File: src/ccu_pkg.sv
// package: register map, mode codes and bundles for the capture/compare channel
package ccu_pkg;

    // register indices on the plain register port
    localparam logic [3:0] ADDR_VALUE_LOW = 4'h0;
    localparam logic [3:0] ADDR_VALUE_HIGH = 4'h1;
    localparam logic [3:0] ADDR_CONTROL = 4'h2;
    localparam logic [3:0] ADDR_IRQ_FLAGS = 4'h3;
    localparam logic [3:0] ADDR_IRQ_ENABLES = 4'h4;
    localparam logic [3:0] ADDR_IRQ_PRIORITIES = 4'h5;
    localparam logic [3:0] ADDR_TIMER_SEL = 4'h6;

    // field positions
    localparam int MODE_LSB = 0;
    localparam int MODE_MSB = 3;
    localparam int DUTY_LSB = 4;
    localparam int DUTY_MSB = 5;
    localparam int FLAG_CAPTURE = 0;

    // reset values
    localparam logic [7:0] CONTROL_RST = 8'h00;
    localparam logic [15:0] VALUE_RST = 16'h0000;
    localparam logic [7:0] IRQ_RST = 8'h00;
    localparam logic [3:0] PRESCALE_RST = 4'h0;

    // prescaler terminal counts
    localparam logic [3:0] PRESCALE_DIV4_LAST = 4'h3;
    localparam logic [3:0] PRESCALE_DIV16_LAST = 4'hF;

    // operating mode codes
    typedef enum logic [3:0] {
        MODE_OFF = 4'h0,
        MODE_CMP_TOGGLE = 4'h2,
        MODE_CAP_FALL = 4'h4,
        MODE_CAP_RISE = 4'h5,
        MODE_CAP_RISE4 = 4'h6,
        MODE_CAP_RISE16 = 4'h7,
        MODE_CMP_HIGH = 4'h8,
        MODE_CMP_LOW = 4'h9,
        MODE_CMP_SWINT = 4'hA,
        MODE_CMP_TRIGGER = 4'hB
    } ccu_mode_t;

    // register port request
    typedef struct packed {
        logic [3:0] addr;
        logic [7:0] wdata;
        logic wr;
        logic rd;
    } ccu_req_t;

endpackage : ccu_pkg

File: src/ccu_channel.sv
// capture/compare channel with register port, interrupt and special event trigger
//
// The implementer's own choices: the address-and-strobe port and the register addresses.
`timescale 1ns/10ps

// What this block does
// - four capture prescalers selected inside the four-bit mode field
// - prescaler counter held at zero when off or not capturing
// - changing prescaler keeps the count and may raise the flag
// - compare mode matches the 16-bit value against the selected timer pair
// - match drives output high, low, toggles or leaves it per mode
// - match sets the interrupt flag in the same cycle
// - writing zero to control forces the compare output latch low
// - software-interrupt compare only sets the flag
// - trigger compare emits a one-cycle internal trigger on match
// - trigger resets the currently selected timer pair
// - this channel's trigger never starts a conversion
// - capture copies the selected timer on the chosen edge event
// - capture sets a sticky flag; later captures overwrite the value
module ccu_channel #(
    parameter logic [3:0] CODE_CAP_FALL = ccu_pkg::MODE_CAP_FALL,
    parameter logic [3:0] CODE_CAP_RISE = ccu_pkg::MODE_CAP_RISE,
    parameter logic [3:0] CODE_CAP_RISE4 = ccu_pkg::MODE_CAP_RISE4,
    parameter logic [3:0] CODE_CAP_RISE16 = ccu_pkg::MODE_CAP_RISE16,
    parameter logic [3:0] CODE_CMP_HIGH = ccu_pkg::MODE_CMP_HIGH,
    parameter logic [3:0] CODE_CMP_LOW = ccu_pkg::MODE_CMP_LOW,
    parameter logic [3:0] CODE_CMP_TOGGLE = ccu_pkg::MODE_CMP_TOGGLE
) (
    input wire logic CLOCK_IN,
    input wire logic NRST_IN,
    input wire logic [3:0] ADDR_IN,
    input wire logic [7:0] WDATA_IN,
    input wire logic WR_IN,
    input wire logic RD_IN,
    output logic [7:0] RDATA_OUT,
    input wire logic [15:0] TIMER_ONE_PAIR_IN,
    input wire logic [15:0] TIMER_THREE_PAIR_IN,
    input wire logic CHANNEL_PIN_IN,
    output logic CHANNEL_PIN_OUT,
    output logic COMPARE_ACTIVE_OUT,
    output logic TIMER_ONE_RESET_OUT,
    output logic TIMER_THREE_RESET_OUT,
    output logic ADC_START_OUT,
    output logic IRQ_OUT
);

    ccu_pkg::ccu_req_t req;
    logic [7:0] control_r;
    logic [15:0] value_r;
    logic [7:0] irq_flags_r;
    logic [7:0] irq_enables_r;
    logic [7:0] irq_prio_r;
    logic timer_sel_r;
    logic [3:0] prescale_r;
    logic [3:0] prescale_nxt;
    logic pin_meta_r;
    logic pin_sync_r;
    logic pin_prev_r;
    logic cmp_latch_r;
    logic cmp_latch_nxt;
    logic trig_one_r;
    logic trig_three_r;
    logic irq_r;
    logic [7:0] rdata_r;
    logic [3:0] mode;
    logic is_capture;
    logic is_compare;
    logic rise;
    logic fall;
    logic edge_hit;
    logic last_count;
    logic capture_now;
    logic [15:0] timer_sel_val;
    logic match;
    logic match_prev_r;
    logic match_event;
    logic flag_set;
    logic ctl_write;
    logic drive_mode;
    logic trig_fire;
    logic adc_start_r;

    assign req = '{addr: ADDR_IN, wdata: WDATA_IN, wr: WR_IN, rd: RD_IN};
    assign mode = control_r[ccu_pkg::MODE_MSB:ccu_pkg::MODE_LSB];
    assign ctl_write = req.wr && (req.addr == ccu_pkg::ADDR_CONTROL);

    // decode table for capture and drive modes; software-interrupt and trigger codes fixed from the package
    always_comb begin
        is_capture = 1'b0;
        is_compare = 1'b0;
        drive_mode = 1'b0;
        case (mode)
            CODE_CAP_FALL, CODE_CAP_RISE, CODE_CAP_RISE4, CODE_CAP_RISE16: begin
                is_capture = 1'b1;
            end
            CODE_CMP_HIGH, CODE_CMP_LOW, CODE_CMP_TOGGLE: begin
                is_compare = 1'b1;
                drive_mode = 1'b1;
            end
            ccu_pkg::MODE_CMP_SWINT, ccu_pkg::MODE_CMP_TRIGGER: begin
                is_compare = 1'b1;
            end
            default: begin
            end
        endcase
    end

    // pin is asynchronous to the core clock
    always_ff @(posedge CLOCK_IN or negedge NRST_IN) begin
        if (!NRST_IN) begin
            pin_meta_r <= 1'b0;
            pin_sync_r <= 1'b0;
        end else begin
            pin_meta_r <= CHANNEL_PIN_IN;
            pin_sync_r <= pin_meta_r;
        end
    end

    // edge history starts at the idle low level, so reset gives no false edge
    always_ff @(posedge CLOCK_IN or negedge NRST_IN) begin
        if (!NRST_IN) begin
            pin_prev_r <= 1'b0;
        end else begin
            pin_prev_r <= pin_sync_r;
        end
    end

    assign rise = pin_sync_r && !pin_prev_r;
    assign fall = !pin_sync_r && pin_prev_r;
    assign timer_sel_val = timer_sel_r ? TIMER_THREE_PAIR_IN : TIMER_ONE_PAIR_IN;

    // edge choice and prescaler terminal count from the mode field
    always_comb begin
        edge_hit = 1'b0;
        last_count = 1'b0;
        case (mode)
            CODE_CAP_FALL: begin
                edge_hit = fall;
                last_count = 1'b1;
            end
            CODE_CAP_RISE: begin
                edge_hit = rise;
                last_count = 1'b1;
            end
            CODE_CAP_RISE4: begin
                edge_hit = rise;
                last_count = (prescale_r >= ccu_pkg::PRESCALE_DIV4_LAST);
            end
            CODE_CAP_RISE16: begin
                edge_hit = rise;
                last_count = (prescale_r == ccu_pkg::PRESCALE_DIV16_LAST);
            end
            default: begin
            end
        endcase
    end

    assign capture_now = is_capture && edge_hit && last_count;

    // count survives a prescaler change, so a partly advanced count may fire early
    always_comb begin
        prescale_nxt = prescale_r;
        if (!is_capture) begin
            prescale_nxt = ccu_pkg::PRESCALE_RST;
        end else if (capture_now) begin
            prescale_nxt = ccu_pkg::PRESCALE_RST;
        end else if (edge_hit) begin
            prescale_nxt = prescale_r + 4'h1;
        end
    end

    always_ff @(posedge CLOCK_IN or negedge NRST_IN) begin
        if (!NRST_IN) begin
            prescale_r <= ccu_pkg::PRESCALE_RST;
        end else begin
            prescale_r <= prescale_nxt;
        end
    end

    // match is edge-qualified so a stopped timer fires once, not every cycle
    assign match = is_compare && (value_r == timer_sel_val);
    assign match_event = match && !match_prev_r;

    always_ff @(posedge CLOCK_IN or negedge NRST_IN) begin
        if (!NRST_IN) begin
            match_prev_r <= 1'b0;
        end else begin
            match_prev_r <= match;
        end
    end

    always_comb begin
        cmp_latch_nxt = cmp_latch_r;
        if (match_event) begin
            case (mode)
                CODE_CMP_HIGH: begin
                    cmp_latch_nxt = 1'b1;
                end
                CODE_CMP_LOW: begin
                    cmp_latch_nxt = 1'b0;
                end
                CODE_CMP_TOGGLE: begin
                    cmp_latch_nxt = !cmp_latch_r;
                end
                default: begin
                    cmp_latch_nxt = cmp_latch_r;
                end
            endcase
        end
        if (ctl_write && (req.wdata == ccu_pkg::CONTROL_RST)) begin
            cmp_latch_nxt = 1'b0;
        end
    end

    always_ff @(posedge CLOCK_IN or negedge NRST_IN) begin
        if (!NRST_IN) begin
            cmp_latch_r <= 1'b0;
        end else begin
            cmp_latch_r <= cmp_latch_nxt;
        end
    end

    // software-interrupt and trigger modes leave the latch alone
    assign trig_fire = match_event && (mode == ccu_pkg::MODE_CMP_TRIGGER);

    // only the timer that is the time base now gets cleared
    always_ff @(posedge CLOCK_IN or negedge NRST_IN) begin
        if (!NRST_IN) begin
            trig_one_r <= 1'b0;
        end else begin
            trig_one_r <= trig_fire && !timer_sel_r;
        end
    end

    always_ff @(posedge CLOCK_IN or negedge NRST_IN) begin
        if (!NRST_IN) begin
            trig_three_r <= 1'b0;
        end else begin
            trig_three_r <= trig_fire && timer_sel_r;
        end
    end

    assign flag_set = capture_now || match_event;

    always_ff @(posedge CLOCK_IN or negedge NRST_IN) begin
        if (!NRST_IN) begin
            control_r <= ccu_pkg::CONTROL_RST;
        end else if (ctl_write) begin
            control_r <= {2'b00, req.wdata[5:0]};
        end
    end

    always_ff @(posedge CLOCK_IN or negedge NRST_IN) begin
        if (!NRST_IN) begin
            irq_enables_r <= ccu_pkg::IRQ_RST;
        end else if (req.wr && (req.addr == ccu_pkg::ADDR_IRQ_ENABLES)) begin
            irq_enables_r <= req.wdata;
        end
    end

    // stored only; priority is resolved by the interrupt controller outside
    always_ff @(posedge CLOCK_IN or negedge NRST_IN) begin
        if (!NRST_IN) begin
            irq_prio_r <= ccu_pkg::IRQ_RST;
        end else if (req.wr && (req.addr == ccu_pkg::ADDR_IRQ_PRIORITIES)) begin
            irq_prio_r <= req.wdata;
        end
    end

    always_ff @(posedge CLOCK_IN or negedge NRST_IN) begin
        if (!NRST_IN) begin
            timer_sel_r <= 1'b0;
        end else if (req.wr && (req.addr == ccu_pkg::ADDR_TIMER_SEL)) begin
            timer_sel_r <= req.wdata[0];
        end
    end

    // capture wins over a same-cycle software write of the value
    always_ff @(posedge CLOCK_IN or negedge NRST_IN) begin
        if (!NRST_IN) begin
            value_r <= ccu_pkg::VALUE_RST;
        end else if (capture_now) begin
            value_r <= timer_sel_val;
        end else if (req.wr && (req.addr == ccu_pkg::ADDR_VALUE_LOW)) begin
            value_r[7:0] <= req.wdata;
        end else if (req.wr && (req.addr == ccu_pkg::ADDR_VALUE_HIGH)) begin
            value_r[15:8] <= req.wdata;
        end
    end

    // write one to clear; a set in the same cycle wins
    always_ff @(posedge CLOCK_IN or negedge NRST_IN) begin
        if (!NRST_IN) begin
            irq_flags_r <= ccu_pkg::IRQ_RST;
        end else begin
            if (req.wr && (req.addr == ccu_pkg::ADDR_IRQ_FLAGS)) begin
                irq_flags_r <= irq_flags_r & ~req.wdata;
            end
            if (flag_set) begin
                irq_flags_r[ccu_pkg::FLAG_CAPTURE] <= 1'b1;
            end
        end
    end

    always_ff @(posedge CLOCK_IN or negedge NRST_IN) begin
        if (!NRST_IN) begin
            irq_r <= 1'b0;
        end else begin
            irq_r <= |(irq_flags_r & irq_enables_r);
        end
    end

    always_ff @(posedge CLOCK_IN or negedge NRST_IN) begin
        if (!NRST_IN) begin
            rdata_r <= 8'h00;
        end else if (req.rd) begin
            case (req.addr)
                ccu_pkg::ADDR_VALUE_LOW: begin
                    rdata_r <= value_r[7:0];
                end
                ccu_pkg::ADDR_VALUE_HIGH: begin
                    rdata_r <= value_r[15:8];
                end
                ccu_pkg::ADDR_CONTROL: begin
                    rdata_r <= control_r;
                end
                ccu_pkg::ADDR_IRQ_FLAGS: begin
                    rdata_r <= irq_flags_r;
                end
                ccu_pkg::ADDR_IRQ_ENABLES: begin
                    rdata_r <= irq_enables_r;
                end
                ccu_pkg::ADDR_IRQ_PRIORITIES: begin
                    rdata_r <= irq_prio_r;
                end
                ccu_pkg::ADDR_TIMER_SEL: begin
                    rdata_r <= {7'h00, timer_sel_r};
                end
                default: begin
                    rdata_r <= 8'h00;
                end
            endcase
        end else begin
            rdata_r <= 8'h00;
        end
    end

    logic cmp_active_r;
    always_ff @(posedge CLOCK_IN or negedge NRST_IN) begin
        if (!NRST_IN) begin
            cmp_active_r <= 1'b0;
        end else begin
            cmp_active_r <= drive_mode;
        end
    end

    // held low, but from a flop so every output leaves a register
    always_ff @(posedge CLOCK_IN or negedge NRST_IN) begin
        if (!NRST_IN) begin
            adc_start_r <= 1'b0;
        end else begin
            adc_start_r <= 1'b0;
        end
    end

    assign RDATA_OUT = rdata_r;
    assign CHANNEL_PIN_OUT = cmp_latch_r;
    assign COMPARE_ACTIVE_OUT = cmp_active_r;
    assign TIMER_ONE_RESET_OUT = trig_one_r;
    assign TIMER_THREE_RESET_OUT = trig_three_r;
    assign ADC_START_OUT = adc_start_r;
    assign IRQ_OUT = irq_r;

endmodule : ccu_channel

File: config.mk
export PLATFORM = sky130hd
export DESIGN_NAME = ccu_channel
export DESIGN_NICKNAME = d
export VERILOG_FILES = /design/src/ccu_pkg.sv /design/src/ccu_channel.sv
export SDC_FILE = /design/constraint.sdc
export NUM_CORES = 1
export LEC_CHECK = 0
export ABC_AREA = 1
export BUFFER_PORTS_ARGS = -buffer_cell sky130_fd_sc_hd__buf_2
export CAP_MARGIN = 10
export CORE_UTILIZATION = 50
export CTS_CLUSTER_DIAMETER = 40
export DETAILED_ROUTE_END_ITERATION = 10
export PLACE_DENSITY = 0.81
export SETUP_SLACK_MARGIN = 0.1
export SYNTH_ARGS = -nofsm -noshare
export SYNTH_HDL_FRONTEND = slang
export SYNTH_SLANG_ARGS = --single-unit
File: constraint.sdc
create_clock -name CLOCK_IN -period 4.25 [get_ports CLOCK_IN]
set_input_delay 0.85 -clock CLOCK_IN [delete_from_list [all_inputs] [get_ports CLOCK_IN]]
set_output_delay 0.85 -clock CLOCK_IN [all_outputs]
set_load 0.005 [all_outputs]
==> metrics, run 1 <==
Die Wd=86.2 um; crit-path max FO=24; Mapped Avg Cell Area=7.29 um2; Hold Path Class=flop to flop; critical path type=flop to flop; detail-routed via count per cell=5.41; DR DRC count=0; critical path endpoint category=flop; final hold vios=0; Final Max Tran Viols=0; # hold bufs at CTS=0; Worst path max stage delay=0.64 ns; final instance area=4150 um2; routed len/inst=14.5 um; Congestion Overflow GR=0; postcts setup bufs=0; Max Freq=382 MHz; Syn-to-layout area delta=17.0%; final non-filler cell total=652; # port buffers=61; Worst Setup SP=prescale_r[0]$_DFFE_PN0P_; Slowest cell on crit path=nor2_1; FF+latch count, synth=68; CP required=4.53 ns; Yosys Warn Count=0; CTS Buffer Depth=2; Tmin final=2.62 ns; 1st-iter DRT viols=307; most frequent cells in the layout=nand2_1 (175), dfrtp_1 (68), inv_1 (65); pwr/cell area=489 nW/um2; total CTS buffers=9; number of cells after detailed placement=636; Leak=0.00223 uW; R2R cell count=10; reg-to-reg startpoint=prescale_r[0]$_DFFE_PN0P_; Reg area=1700 um2; die height=86.2 um; worst vdd ir=222 uV; Multi-input gate area=1550 um2; final worst path period share=61.6%; Worst-Margin Slew=0.754 ns; post-cts sizing count=0; num rows=30; WP data arrival=2.90 ns; Worst Setup EP=value_r[9]$_DFFE_PN0P_; Cell Area, Placed=3930 um2; Cells after Synth=486; Initial Utilization=51.9%; CP Launch Type=flop; Sink Count=68; Clock Pin Slew Worst Setup and Hold Paths=0.07 ns; first-pass GRT wire length=15.7 mm; slew margin rel.=49.8%; status=complete, no violations; clk_skew=0.00870 ns; register area share after synthesis=48.0%; Total GRT Usage=27.8%; Vias=3527; final wirelength=9.46 mm; worst skew pair latency=0.35 ns; vias in the first global route=3266; DRT Pass-1 Iters=5; Antenna diodes=0; post-synth cell types=31; Netlist Area Pre-Place=3540 um2; fillers=614; ratio of cells with drive above 1 in the final layout=14.2%; CTS root buf=clkbuf_8; largest net degree at the start of global routing=41; commonest non-fill, non-tap cell in the layout=nand2_1; GP Congestion=0.990; Tot Pwr=2030 uW; r2r setup slk=1.63 ns; Final ANT Viol Nets=0; post-synth net total=536; CTS H-tree lvls=3; CTS tree=done; CORE AREA=6830 um2; crit path cell chain=ha_1, nor2_1, inv_1, a31oi_1, o21ai_0, nand2_1, inv_1, nor2_1, nand2_1, nand3_1; RSZ-0062 raised after global routing=false; fin nets=601; Die ar.=7430 um2; Detailed Place HPWL=7.08 mm; reg-to-reg endpoint=value_r[9]$_DFFE_PN0P_; initial antenna violation count=0; max_cap viols=0; total negative slack=0 ns; # setup viols final=0; I/O Pins=63
## worst max-delay path: cells and delay by family, from the launching register on
kind / cells / cell delay (ns)
adder cells (fa/ha/maj): 1 / 0.22
flip-flops: 1 / 0.41
AND/OR/NAND/NOR: 5 / 1.22
buffers and inverters: 2 / 0.43
AO/OA/AOI/OAI: 2 / 0.26
## Yosys cell counts
cell type  number  share of area [%]
clkinv_1        1               0.11
o21ai_1         2               0.28
nand4_1         3               0.53
inv_1          65                6.9
a31oi_1         3               0.53
nand2_1       175                 19
a21boi_0        1               0.21
buf_2           4               0.56
conb_1          1               0.11
a32o_1          1               0.28
a41oi_1         1               0.25
nor2_1         35                3.7
o21ai_0        29                4.1
o32ai_1         1               0.25
a21oi_1        21                3.0
dfrtp_1        68                 48
o211ai_1        3               0.64
o22ai_1        10                1.8
nand3_1        38                5.4
nor2_2          2               0.35
nor3_1          4               0.56
ha_1            1               0.35
nor4_1          1               0.18
buf_4           1               0.21
a22o_1          1               0.25
xor2_1          3               0.74
buf_6           1               0.32
a221oi_1        5                1.2
nand3b_1        2               0.42
inv_2           1               0.11
clkbuf_1        2               0.21
## worst min-delay path by stage
stage | from | endpoint | slack (ns) | cells after the start
after detailed placement | pin_meta_r$_DFF_PN0_ | pin_sync_r$_DFF_PN0_ | 0.34 | 0
after floorplan | pin_meta_r$_DFF_PN0_ | pin_sync_r$_DFF_PN0_ | 0.33 | 0
after global routing | pin_meta_r$_DFF_PN0_ | pin_sync_r$_DFF_PN0_ | 0.38 | 0
after global placement | pin_meta_r$_DFF_PN0_ | pin_sync_r$_DFF_PN0_ | 0.34 | 0
final | pin_meta_r$_DFF_PN0_ | pin_sync_r$_DFF_PN0_ | 0.36 | 0
after CTS | pin_meta_r$_DFF_PN0_ | pin_sync_r$_DFF_PN0_ | 0.37 | 0
## power breakdown
part	internal (uW)	total [uW]	leakage (uW)	switching, uW
clock	346	596	0.000107	250
combinational	189	505	0.00126	317
sequential	794	926	0.000859	132
total	1330	2030	0.00223	699
## layout make-up
class                           count  area share [%]
Clock buffer                       12            3.50
Clock inverter                      4            1.75
Inverter                           67            6.06
Multi-Input combinational cell    343            37.2
Sequential cell                    68            41.0
Tap cell                           96            2.90
Timing Repair Buffer               62            7.54
## metal layers
| metal | global-route usage [%] | share of wire [%] | vias to the layer above |
|---|---|---|---|
| met3 | 5.43 | 9.7 | 30 |
| met2 | 43.4 | 45 | 200 |
| met4 | 12.9 | 3.4 | 0 |
| met5 | 0 | 0 | - |
| li1 | - | - | 1691 |
| met1 | 37.6 | 42 | 1606 |
## flip-flops by register name, indices dropped and copies added, names as in the netlist
register               cells
match_prev_r               1
irq_enables_r              8
IRQ_OUT                    1
value_r                   16
prescale_r                 4
CHANNEL_PIN_OUT            1
irq_prio_r                 8
TIMER_THREE_RESET_OUT      1
control_r                  6
irq_flags_r                8
pin_prev_r                 1
COMPARE_ACTIVE_OUT         1
pin_meta_r                 1
timer_sel_r                1
RDATA_OUT                  8
TIMER_ONE_RESET_OUT        1
pin_sync_r                 1
## through the flow
stage	util, %	hold WS, ns	worst slack [ns]
after floorplan	-	0.331	2.24
after global placement	57.5	0.339	1.81
after detailed placement	57.5	0.342	1.73
after global routing	60.7	0.376	1.45
final	60.7	0.360	1.63
after CTS	60.7	0.366	1.66
## cell families after synthesis
kind of cell | share of synthesized area (%)
AOI/OAI and AO/OA | 12.7
xor gates and xnor gates | 0.741
adders and majority gates | 0.353
buffers and inverters | 8.40
DFF | 48.0
other | 0.106
and+or+nand+nor | 29.7
Power figures use the tool's default switching activity.
==> inputs of run 2 (changes only) <==
clock period = 2.65 ns   (was 4.25 ns; I/O delays follow)
==> run 2 against run 1 <==
Effect of this change:
- core utilization is 0.77 points higher
- global-route usage grew 0.73 points
- die area stayed put
- combinational power up 70%
- sequential share of layout area down 0.51 points
- critical path type unchanged
==> metrics, run 2 (synthesis gave the netlist of run 1 again) <==
status=complete, no violations; GP Congestion=0.913; initial antenna violation count=0; Leak=0.00226 uW; Die Wd=86.2 um; Die ar.=7430 um2; final hold vios=0; most frequent cells in the layout=nand2_1 (175), dfrtp_1 (68), inv_1 (65); CTS tree=done; RSZ-0062 raised after global routing=false; commonest non-fill, non-tap cell in the layout=nand2_1; WP data arrival=2.58 ns; Sink Count=68; largest net degree at the start of global routing=29; I/O Pins=63; Detailed Place HPWL=7.36 mm; Syn-to-layout area delta=18.5%; Max Freq=432 MHz; Most flops, register=value_r; r2r setup slk=0.34 ns; CP bufs+invs=2; total CTS buffers=9; pwr/cell area=784 nW/um2; # setup viols final=0; CTS Buffer Depth=2; Antenna diodes=0; worst skew pair latency=0.36 ns; post-cts sizing count=0; Final ANT Viol Nets=0; clk_skew=0.0107 ns; DR DRC count=0; max reg flops=16; CTS root buf=clkbuf_8; DRT Pass-1 Iters=5; ratio of cells with drive above 1 in the final layout=15.3%; die height=86.2 um; CP required=2.92 ns; routed len/inst=14.9 um; Multi-input gate area=1550 um2; postcts setup bufs=0; Vias=3600; CORE AREA=6830 um2; critical path endpoint category=flop; Reg area=1700 um2; final worst path period share=87.3%; Congestion Overflow GR=0; Slowest cell on crit path=nor2_1; max_cap viols=0; CP Launch Type=flop; fin nets=608; slew margin rel.=60.3%; CP delay by family, top=simple AND/OR/NAND/NOR gates; Total GRT Usage=28.5%; critical path type=flop to flop; Worst-Margin Slew=0.596 ns; first-pass GRT wire length=16.0 mm; fillers=627; worst vdd ir=349 uV; final core utilization=61.5%; CTS H-tree lvls=3; total negative slack=0 ns; 1st-iter DRT viols=415; num rows=30; Tot Pwr=3300 uW; Tmin final=2.31 ns; Worst path max stage delay=0.52 ns; vias in the first global route=3349; final wirelength=9.84 mm; detail-routed via count per cell=5.46; Clock Pin Slew Worst Setup and Hold Paths=0.07 ns; # hold bufs at CTS=0; Initial Utilization=51.9%; crit-path max FO=14; # port buffers=61; crit path cell chain=ha_1, nor2_1, inv_1, a31oi_1, o21ai_0, nand2_1, inv_1, nor2_1, nand2_1, o211ai_1; Final Max Tran Viols=0; Hold Path Class=input port to asynchronous set/reset pin
-- run 2: changes by cell type in the layout (fill, tap and decap cells not counted) --
cell / previous run / this run
buf_4: 1 / 8
-- run 2: worst register-to-register path: cells and delay by family, from the launching register on --
| family | cells | cell delay (ns) |
|---|---|---|
| compound gates | 3 | 0.37 |
| flops | 1 | 0.40 |
| fa+ha+maj | 1 | 0.22 |
| buf+inv | 2 | 0.31 |
| simple gates | 4 | 0.93 |
-- run 2: final cells by class --
cell class                 count  area share [%]
clock buffer                  12            3.45
clock inverter                 4            1.73
inverter                      67            5.99
multi-input combinational    343            36.8
sequential                    68            40.5
tap                           96            2.86
timing repair buffer          69            8.70
-- run 2: worst paths after layout --
check	cells after the start	endpoint	startpoint
max in group asynchronous	2	value_r[15]$_DFFE_PN0P_	NRST_IN
worst min-delay path	1	IRQ_OUT$_DFF_PN0_	NRST_IN
min in group CLOCK_IN	1	pin_meta_r$_DFF_PN0_	CHANNEL_PIN_IN
worst min register to register	0	pin_sync_r$_DFF_PN0_	pin_meta_r$_DFF_PN0_
worst max register to register	10	value_r[4]$_DFFE_PN0P_	prescale_r[0]$_DFFE_PN0P_
worst max-delay path	10	value_r[4]$_DFFE_PN0P_	prescale_r[0]$_DFFE_PN0P_
-- run 2: per-layer routing --
metal	GRT usage [%]	wire length, um	vias up
li1	-	-	1707
met1	37.3	4150	1659
met2	44.3	4500	200
met3	6.38	828	34
met4	15.3	357	0
met5	0	0	-
-- run 2: metrics by stage --
step                      area, um2  hold slack (ns)  worst slack (ns)  instances
after floorplan                3540            0.234             0.958        486
final                          4200            0.178             0.336        659
after CTS                      4200            0.194             0.405        659
after global placement         3980            0.336             0.558        643
after global routing           4200            0.230             0.117        659
after detailed placement       3980            0.335             0.466        643
-- run 2: power by group --
part	total (uW)	switching, uW	internal, uW
logic	859	545	314
registers	1480	207	1270
clock network	957	402	555
